$ cat src/epi_pkg.sv
// Shared constants of the external pin interrupt unit
package epi_pkg;

	// ==========================================================
	// Sizes
	localparam int NUM_PC  = 31;
	localparam int GRP_W   = 8;
	localparam int NUM_GRP = 4;
	localparam int NUM_REQ = NUM_GRP + 1;

	// ==========================================================
	// Register byte offsets (low address byte)
	localparam logic [7:0] OFS_SENSE  = 8'h00;
	localparam logic [7:0] OFS_ENABLE = 8'h04;
	localparam logic [7:0] OFS_FLAG   = 8'h08;
	localparam logic [7:0] OFS_MASK0  = 8'h0c;
	localparam logic [7:0] OFS_MASK1  = 8'h10;
	localparam logic [7:0] OFS_MASK2  = 8'h14;
	localparam logic [7:0] OFS_MASK3  = 8'h18;
	localparam logic [7:0] OFS_PINS   = 8'h1c;

	// ==========================================================
	// Field layout of the enable, flag and sense registers
	localparam int BIT_DED     = 0;
	localparam int BIT_GRP_LSB = 4;
	localparam int SENSE_W     = 2;

	// Request vector index: dedicated pin first, then groups
	localparam int REQ_DED = 0;

	// ==========================================================
	// Sense control encodings
	localparam logic [1:0] SENSE_LOW  = 2'b00;
	localparam logic [1:0] SENSE_ANY  = 2'b01;
	localparam logic [1:0] SENSE_FALL = 2'b10;
	localparam logic [1:0] SENSE_RISE = 2'b11;

	// ==========================================================
	// Reset values and the implemented bits of mask 3
	localparam logic [7:0] RST_BYTE   = 8'h00;
	localparam logic [7:0] MASK3_USED = 8'h7f;

	// ==========================================================
	// AHB encodings
	localparam logic [1:0] HTRANS_NONSEQ = 2'b10;
	localparam logic       HRESP_OKAY    = 1'b0;

endpackage : epi_pkg

$ cat src/epi_pin_if.sv
// Synchronised pin levels and change strobes between the pin stage and the unit
`timescale 1ns/1ps
`default_nettype none

interface epi_pin_if #(parameter int W = 1);
	logic [W-1:0] level;
	logic [W-1:0] change;

	modport src (output level, output change);
	modport dst (input level, input change);
endinterface : epi_pin_if

`default_nettype wire

$ cat src/epi_pin_sync.sv
// Two-flop pin synchroniser with change detection on the sampled value
`timescale 1ns/1ps
`default_nettype none

module epi_pin_sync #(
	parameter int W = 1
) (
	// Clock and reset
	input  wire logic         hclk,
	input  wire logic         hresetn,
	// Raw pins and detector gate
	input  wire logic [W-1:0] pin_raw,
	input  wire logic         detect_en,
	// Sampled result
	epi_pin_if.src            pins
);

	logic [W-1:0] sync_a;
	logic [W-1:0] sync_b;
	logic [W-1:0] prev;

	// ==========================================================
	// Sampling
	always_ff @(posedge hclk or negedge hresetn) begin
		if (!hresetn) begin
			sync_a <= '0;
			sync_b <= '0;
		end else begin
			sync_a <= pin_raw;
			sync_b <= sync_a;
		end
	end

	always_ff @(posedge hclk or negedge hresetn) begin
		if (!hresetn) begin
			prev <= '0;
		end else begin
			prev <= sync_b;
		end
	end

	// ==========================================================
	// Change strobe, one cycle per toggle of the sampled level
	assign pins.level  = sync_b;
	assign pins.change = detect_en ? (sync_b ^ prev) : '0;

endmodule : epi_pin_sync

`default_nettype wire

$ cat src/epi_unit.sv
// External pin interrupt unit: dedicated pin, pin-change groups, AHB-Lite registers
//
// Behaviour
// [RULE1] Pin activity counts even when pin drives out
// [RULE2] Group one fires on enabled inputs 15..8
// [RULE3] Group zero fires on enabled inputs 7..0
// [RULE4] Per-group masks select contributing pins
// [RULE5] Pin-change wake works without I/O clock
// [RULE6] Sense field: low, any, falling, rising
// [RULE7] Low level requests while pin stays low
// [RULE8] Edge modes run on the I/O clock
// [RULE9] Low-level wake detection is asynchronous
// [RULE10] I/O clock stops in sleep except Idle
// [RULE11] Source holds wake level through start-up
// [RULE12] Short wake level gives no interrupt
// [RULE13] Dedicated request needs global and own enable
// [RULE14] Edges detected on sampled pin value
// [RULE15] Pulses over one clock period are caught
// [RULE16] Source holds low until instruction completes
// [RULE17] Trigger sets flag; handler or one clears
// [RULE18] Dedicated flag reads zero in level mode
// [RULE19] Group request combines mask with group enable
//
// Implementation choices: the register offsets and the AHB-Lite register port.
`timescale 1ns/1ps
`default_nettype none

module epi_unit
	import epi_pkg::*;
(
	// Clock and reset
	input  wire logic                hclk,
	input  wire logic                hresetn,
	// AHB-Lite slave
	input  wire logic                hsel,
	input  wire logic [31:0]         haddr,
	input  wire logic [1:0]          htrans,
	input  wire logic                hwrite,
	input  wire logic [2:0]          hsize,
	input  wire logic                hready,
	input  wire logic [31:0]         hwdata,
	output logic                     hreadyout,
	output logic                     hresp,
	output logic [31:0]              hrdata,
	// External pins, sampled whatever their direction
	input  wire logic                dedicated_irq_pin,
	input  wire logic [NUM_PC-1:0]   pin_change_inputs,
	// Processor interrupt logic
	input  wire logic                global_irq_en,
	input  wire logic [NUM_REQ-1:0]  irq_ack,
	output logic [NUM_REQ-1:0]       irq_req,
	output logic                     irq,
	// Power management
	input  wire logic                sleep_active,
	input  wire logic                sleep_idle,
	input  wire logic                startup_done,
	output logic                     wake_req
);

	// ==========================================================
	// Register layout helpers
	function automatic logic [7:0] pack_bits(input logic [NUM_REQ-1:0] v);
		logic [7:0] r;
		r = RST_BYTE;
		r[BIT_DED] = v[REQ_DED];
		r[BIT_GRP_LSB +: NUM_GRP] = v[NUM_REQ-1:1];
		return r;
	endfunction : pack_bits

	function automatic logic [NUM_REQ-1:0] unpack_bits(input logic [7:0] b);
		return {b[BIT_GRP_LSB +: NUM_GRP], b[BIT_DED]};
	endfunction : unpack_bits

	// ==========================================================
	// State
	logic [SENSE_W-1:0]          sense_sel;
	logic [NUM_REQ-1:0]          enable;
	logic [NUM_REQ-1:0]          flag;
	logic [NUM_REQ-1:0]          next_flag;
	logic [GRP_W-1:0]            pcmask [NUM_GRP];
	logic [NUM_REQ-1:0]          set_ev;
	logic [NUM_REQ-1:0]          clr_sw;
	logic                        wr_pend;
	logic [7:0]                  wr_addr;
	logic                        addr_ok;
	logic                        io_run;
	logic                        level_mode;
	logic                        level_req;
	logic                        ded_edge;
	logic [NUM_GRP*GRP_W-1:0]    pc_change_ext;
	logic [NUM_GRP*GRP_W-1:0]    pc_delta_raw;
	logic [NUM_GRP-1:0]          grp_hit;
	logic [NUM_GRP-1:0]          grp_wake;
	logic [31:0]                 rd_mux;

	epi_pin_if #(.W(1))      ded_if ();
	epi_pin_if #(.W(NUM_PC)) pc_if ();

	// ==========================================================
	// I/O clock model: the dedicated pin edge detector runs only outside deep sleep
	assign io_run = !sleep_active || sleep_idle;  // [RULE10] [RULE8]

	// ==========================================================
	// Pin sampling
	epi_pin_sync #(.W(1)) u_ded_sync (  // [RULE14] [RULE1]
		.hclk      (hclk),
		.hresetn   (hresetn),
		.pin_raw   (dedicated_irq_pin),
		.detect_en (io_run),
		.pins      (ded_if.src)
	);

	epi_pin_sync #(.W(NUM_PC)) u_pc_sync (  // [RULE1]
		.hclk      (hclk),
		.hresetn   (hresetn),
		.pin_raw   (pin_change_inputs),
		.detect_en (1'b1),
		.pins      (pc_if.src)
	);

	// ==========================================================
	// Dedicated pin trigger selection
	assign level_mode = (sense_sel == SENSE_LOW);

	always_comb begin
		case (sense_sel)  // [RULE6]
			SENSE_ANY:  ded_edge = ded_if.change[0];  // [RULE15]
			SENSE_FALL: ded_edge = ded_if.change[0] && !ded_if.level[0];
			SENSE_RISE: ded_edge = ded_if.change[0] && ded_if.level[0];
			default:    ded_edge = 1'b0;
		endcase
	end

	// Level request lasts while the sampled pin is low once wake-up is done
	assign level_req = level_mode && !ded_if.level[0] && startup_done;  // [RULE7] [RULE12]

	// ==========================================================
	// Pin-change groups
	assign pc_change_ext = {{(NUM_GRP*GRP_W-NUM_PC){1'b0}}, pc_if.change};
	assign pc_delta_raw  = {{(NUM_GRP*GRP_W-NUM_PC){1'b0}}, pin_change_inputs ^ pc_if.level};

	generate
		for (genvar g = 0; g < NUM_GRP; g++) begin : g_grp
			// Group g covers inputs 8g+7..8g; masked pins never contribute
			assign grp_hit[g]  = |(pc_change_ext[g*GRP_W +: GRP_W] & pcmask[g]);  // [RULE2] [RULE3] [RULE4]
			// Raw input against last sampled level, live without any clock
			assign grp_wake[g] = enable[g+1] && |(pc_delta_raw[g*GRP_W +: GRP_W] & pcmask[g]);  // [RULE5]
		end
	endgenerate

	// ==========================================================
	// Wake-up toward power management, asynchronous paths only
	assign wake_req = sleep_active && (
		(level_mode && enable[REQ_DED] && !dedicated_irq_pin) ||  // [RULE9]
		(|grp_wake));  // [RULE5]

	// ==========================================================
	// Flags: event set wins over handler or software clear
	assign set_ev = {grp_hit, ded_edge};  // [RULE17]

	always_comb begin
		next_flag = (flag & ~(clr_sw | irq_ack)) | set_ev;  // [RULE17]
		if (level_mode) begin
			next_flag[REQ_DED] = 1'b0;  // [RULE18]
		end
	end

	always_ff @(posedge hclk or negedge hresetn) begin
		if (!hresetn) begin
			flag <= '0;
		end else begin
			flag <= next_flag;
		end
	end

	// ==========================================================
	// Requests toward the processor
	always_comb begin
		irq_req = {NUM_REQ{global_irq_en}} & enable & flag;  // [RULE19]
		irq_req[REQ_DED] = global_irq_en && enable[REQ_DED] &&
			(level_mode ? level_req : flag[REQ_DED]);  // [RULE13] [RULE7]
	end

	assign irq = |irq_req;

	// ==========================================================
	// AHB-Lite address phase
	assign hreadyout = 1'b1;
	assign hresp     = HRESP_OKAY;
	assign addr_ok   = hsel && hready && (htrans == HTRANS_NONSEQ);

	always_ff @(posedge hclk or negedge hresetn) begin
		if (!hresetn) begin
			wr_pend <= 1'b0;
			wr_addr <= RST_BYTE;
		end else begin
			wr_pend <= addr_ok && hwrite;
			wr_addr <= haddr[7:0];
		end
	end

	// ==========================================================
	// Register writes in the data phase
	always_ff @(posedge hclk or negedge hresetn) begin
		if (!hresetn) begin
			sense_sel <= SENSE_LOW;
			enable    <= '0;
			for (int i = 0; i < NUM_GRP; i++) begin
				pcmask[i] <= RST_BYTE;
			end
		end else if (wr_pend) begin
			case (wr_addr)
				OFS_SENSE:  sense_sel <= hwdata[SENSE_W-1:0];  // [RULE6]
				OFS_ENABLE: enable    <= unpack_bits(hwdata[7:0]);
				OFS_MASK0:  pcmask[0] <= hwdata[GRP_W-1:0];  // [RULE4]
				OFS_MASK1:  pcmask[1] <= hwdata[GRP_W-1:0];
				OFS_MASK2:  pcmask[2] <= hwdata[GRP_W-1:0];
				OFS_MASK3:  pcmask[3] <= hwdata[GRP_W-1:0] & MASK3_USED;
				default: begin
				end
			endcase
		end
	end

	// Write-one-to-clear strobe for the flag register
	always_comb begin
		clr_sw = '0;
		if (wr_pend && (wr_addr == OFS_FLAG)) begin
			clr_sw = unpack_bits(hwdata[7:0]);  // [RULE17]
		end
	end

	// ==========================================================
	// Register reads, data registered at the address phase
	always_comb begin
		rd_mux = '0;
		case (haddr[7:0])
			OFS_SENSE:  rd_mux[SENSE_W-1:0] = sense_sel;
			OFS_ENABLE: rd_mux[7:0] = pack_bits(enable);
			OFS_FLAG:   rd_mux[7:0] = pack_bits(flag);  // [RULE18]
			OFS_MASK0:  rd_mux[GRP_W-1:0] = pcmask[0];
			OFS_MASK1:  rd_mux[GRP_W-1:0] = pcmask[1];
			OFS_MASK2:  rd_mux[GRP_W-1:0] = pcmask[2];
			OFS_MASK3:  rd_mux[GRP_W-1:0] = pcmask[3];
			OFS_PINS:   rd_mux = {ded_if.level, pc_if.level};
			default:    rd_mux = '0;
		endcase
	end

	always_ff @(posedge hclk or negedge hresetn) begin
		if (!hresetn) begin
			hrdata <= '0;
		end else if (addr_ok && !hwrite) begin
			hrdata <= rd_mux;
		end
	end

endmodule : epi_unit

`default_nettype wire

$ cat config.mk
export PLATFORM = sky130hd
export DESIGN_NAME = epi_unit
export DESIGN_NICKNAME = d
export VERILOG_FILES = /design/src/epi_pkg.sv /design/src/epi_pin_if.sv /design/src/epi_pin_sync.sv /design/src/epi_unit.sv
export SDC_FILE = /design/constraint.sdc
export NUM_CORES = 1
export LEC_CHECK = 0
export BUFFER_PORTS_ARGS = -buffer_cell sky130_fd_sc_hd__buf_4
export CORE_MARGIN = 2
export CORE_UTILIZATION = 56
export CTS_BUF_LIST = sky130_fd_sc_hd__clkbuf_8
export DETAILED_ROUTE_END_ITERATION = 6
export PLACE_DENSITY = 0.82
export SKIP_CTS_REPAIR_TIMING = 1
export SYNTH_ARGS = -nofsm -noshare
export SYNTH_HDL_FRONTEND = slang
export SYNTH_SLANG_ARGS = --single-unit
$ cat constraint.sdc
create_clock -name hclk -period 2.3 [get_ports hclk]
set_input_delay 0 -clock hclk [delete_from_list [all_inputs] [get_ports hclk]]
set_output_delay 0 -clock hclk [all_outputs]
set_load 0.01 [all_outputs]
==> results.md <==
- Clk_lat worst skew: 0.46 ns
- Vias in the first global route: 4468
- GPL Wtd Cong: roughly 0.89
- Fin crit period: 2.37 ns
- Worst-path maximum fanout: 3
- Critical Path Max Stage Delay: 0.53 ns
- CTS Sinks: 180
- R2R Path Start: wr_addr[1]
- Most common flop cell mapped by yosys: dfrtp_1
- Number of synthesized flops with an enable pin: 0
- Status: finished, violations left
- Crit Path Category: register to output port
- Worst path required time: roughly 2.3 ns
- Ratio of cells with drive above 1 in the final layout: 0.283
- GRT Overall Usage: 0.241
- Distinct cells, synth: 38
- FF+latch area: around 0.0045 mm2
- # fillers: 743
- DR vias: approximately 4800
- Die Width: approximately 120 um
- Setup_tns: -0.0656 ns
- Reg2Reg Depth: 5
- FMAX: 0.423 GHz
- Row cnt: 40
- First-pass GRT wire length: 23600 um
- Area delta synth->final: 28.2%
- Antenna-violating nets left: 0
- R2R Setup Slk: around 0.27 ns
- DP HPWL: roughly 11000 um
- Mapped Avg Cell Area: roughly 14 um2
- Die Area: between 0.01 and 0.015 mm2
- Synthesized flop and latch total: 180
- NumNets Final: ~770
- Final setup vio count: 1
- Vias per cell: between 5 and 6
- Initial antenna violation count: 1
- Synthesized area: about 0.0069 mm2
- Worst Path Arrival: 2.37 ns
- Commonest cells after routing, fill and taps aside: 178 x dfrtp_1, 108 x buf_4, 62 x xor2_1
- CTS H-Tree Depth: 4
- Num CTS Buffers: 17
- Clock Path Buffers: 2
- Violated checks: setup timing
- R2R Path End: pcmask[11]
- I/O pin count: 156
- DR pass1 iterations: 5
- Setup Skew: 0.00981 ns
- Max cap viols: 0
- Final Cycle Share: 1.03
- Slowest cell on the critical path: a222oi_1
- I/O Buffers: between 100 and 150
- Crit-path cells: xor2_1 > a222oi_1 > nand3_1 > a222oi_1 > a21oi_1 > buf_4
- P per Cell Area: between 700 and 800 mW/mm2
- Worst setup margin: -0.0656 ns
- Routed WL: between 15000 and 20000 um
- CTS clk-pin slew, worst paths: 0.09 ns
- Critical Path Source Type: register
- Total grt overflow: 0
- CP most frequent cell: a222oi_1
- Post-place setup slack: about 0.29 ns
- Static leakage: between 4 and 5 nW
- Root Buffer: clkbuf_8
- CP Capture Point: wake_req
- Worst min path class: primary input to async pin
- Critical Path Source: u_pc_sync.pins.level[30]
- Post-Syn Nets: 604
- Max VDD drop: 504 uV
- Synth async-reset ratio: 1.00
- Die Span Y: 115 um
- CTS tree: done
- Ys Warns: 0
- Largest net degree at the start of global routing: 73
- Number of hold violations in the final report: 0
- RSZ-0062 raised after global routing: yes
- Placeable core area: around 0.012 mm2
- Slew Viols, Final: 0
- Leading cell type in the layout, fill and taps excluded: dfrtp_1
- Worst-Margin Slew: 0.648 ns
- Gate Count Post-Synth: 489
- Wire length per cell: ~20 um
- CP Capture Type: output port
- Rel. slew slack: 0.568
- DRC: 0
- Sequential cell area fraction in the yosys report: 0.653
- DR iter-0 viols: between 400 and 500
- Starting Density: 0.574
- Area of the multi-input gates: 0.00225 mm2
final cells by class:
cell class                 instances  share of cell area
sequential                       180               0.510
multi-input combinational        281               0.255
timing repair buffer             168               0.161
clock buffer                      17              0.0265
clock inverter                    15              0.0228
tap                              147              0.0208
inverter                          11             0.00467
antenna                            1            0.000283
routing by layer:
layer	routed length, um	part of all wire	track usage
met1	6930	0.43	0.340
met2	7940	0.49	0.367
met3	973	0.060	0.0585
met4	316	0.020	0.0940
met5	0	0	0
flip-flops by register name, summed over array words and instances, names as in the netlist:
register,flops
enable,5
flag,5
hrdata,32
pcmask,31
sense_sel,2
u_ded_sync.pins.level,1
u_ded_sync.prev,1
u_ded_sync.sync_a,1
u_pc_sync.pins.level,31
u_pc_sync.prev,31
u_pc_sync.sync_a,31
wr_addr,8
wr_pend,1
critical path, delay by kind of cell (launching register included):
family                 cells  cell delay, ns
flip-flops                 1            0.44
XOR/XNOR                   1            0.16
AO/OA/AOI/OAI              3            0.97
buffers and inverters      1            0.16
AND/OR/NAND/NOR            1            0.17
worst min-delay path by stage:
stage | start | end | slack (ns) | depth (start not counted)
floorplan | hresetn | enable[0] | -0.30 | 0
global placement | hresetn | hrdata[12] | 0.04 | 1
detailed placement | hresetn | hrdata[13] | 0.05 | 1
CTS | hresetn | hrdata[13] | -0.46 | 1
global route | hresetn | hrdata[13] | 0.15 | 2
finish | hresetn | u_pc_sync.pins.level[11] | 0.10 | 2
report_power, final:
part | leakage [nW] | switching, W | internal, W
clock network | 0.219 | 0.00113 | 0.00119
logic | 1.77 | 0.000280 | 0.000310
registers | 2.16 | 0.000125 | 0.00330
total | 4.15 | 0.00153 | 0.00480
cells by family after synthesis:
family,after synthesis,synth area share
multiplexers,53,0.0898
other,2,0.00109
AO/OA/AOI/OAI,102,0.108
AND/OR/NAND/NOR,62,0.0490
XOR/XNOR,62,0.0787
buffers and inverters,28,0.0209
flip-flops,180,0.653
through the flow:
| step | util | area [um2] | power (W) | cells | hold WS (ns) |
|---|---|---|---|---|---|
| 3_5_place_dp | 0.651 | 7820 | 0.00398 | 728 | 0.0454 |
| 6_report | 0.736 | 8840 | 0.00633 | 820 | 0.102 |
| 4_1_cts | 0.687 | 8250 | 0.00628 | 760 | -0.464 |
| 5_1_grt | 0.736 | 8840 | 0.00658 | 819 | 0.148 |
| 2_1_floorplan | - | 6900 | 0.00369 | 489 | -0.296 |
| 3_3_place_gp | 0.651 | 7820 | 0.00396 | 728 | 0.0413 |
cell usage after synthesis (3+ instances only):
cell,n,share of area
nor2b_1,3,0.0027
nand4_1,7,0.0063
buf_2,4,0.0029
nor2_1,8,0.0044
a211o_1,5,0.0063
a22o_1,28,0.036
a22oi_1,25,0.027
a221oi_1,3,0.0038
xor2_1,62,0.079
dfrtp_1,180,0.65
a222oi_1,3,0.0044
nand2_1,18,0.0098
a21oi_1,16,0.012
inv_1,11,0.0060
nor4_1,3,0.0027
nand3_1,9,0.0065
o21ai_0,15,0.011
buf_4,5,0.0054
mux2i_1,9,0.013
mux2_2,41,0.067
and3_1,4,0.0036
mux4_2,3,0.0098
clkbuf_1,6,0.0033
Power figures use the tool's default switching activity.
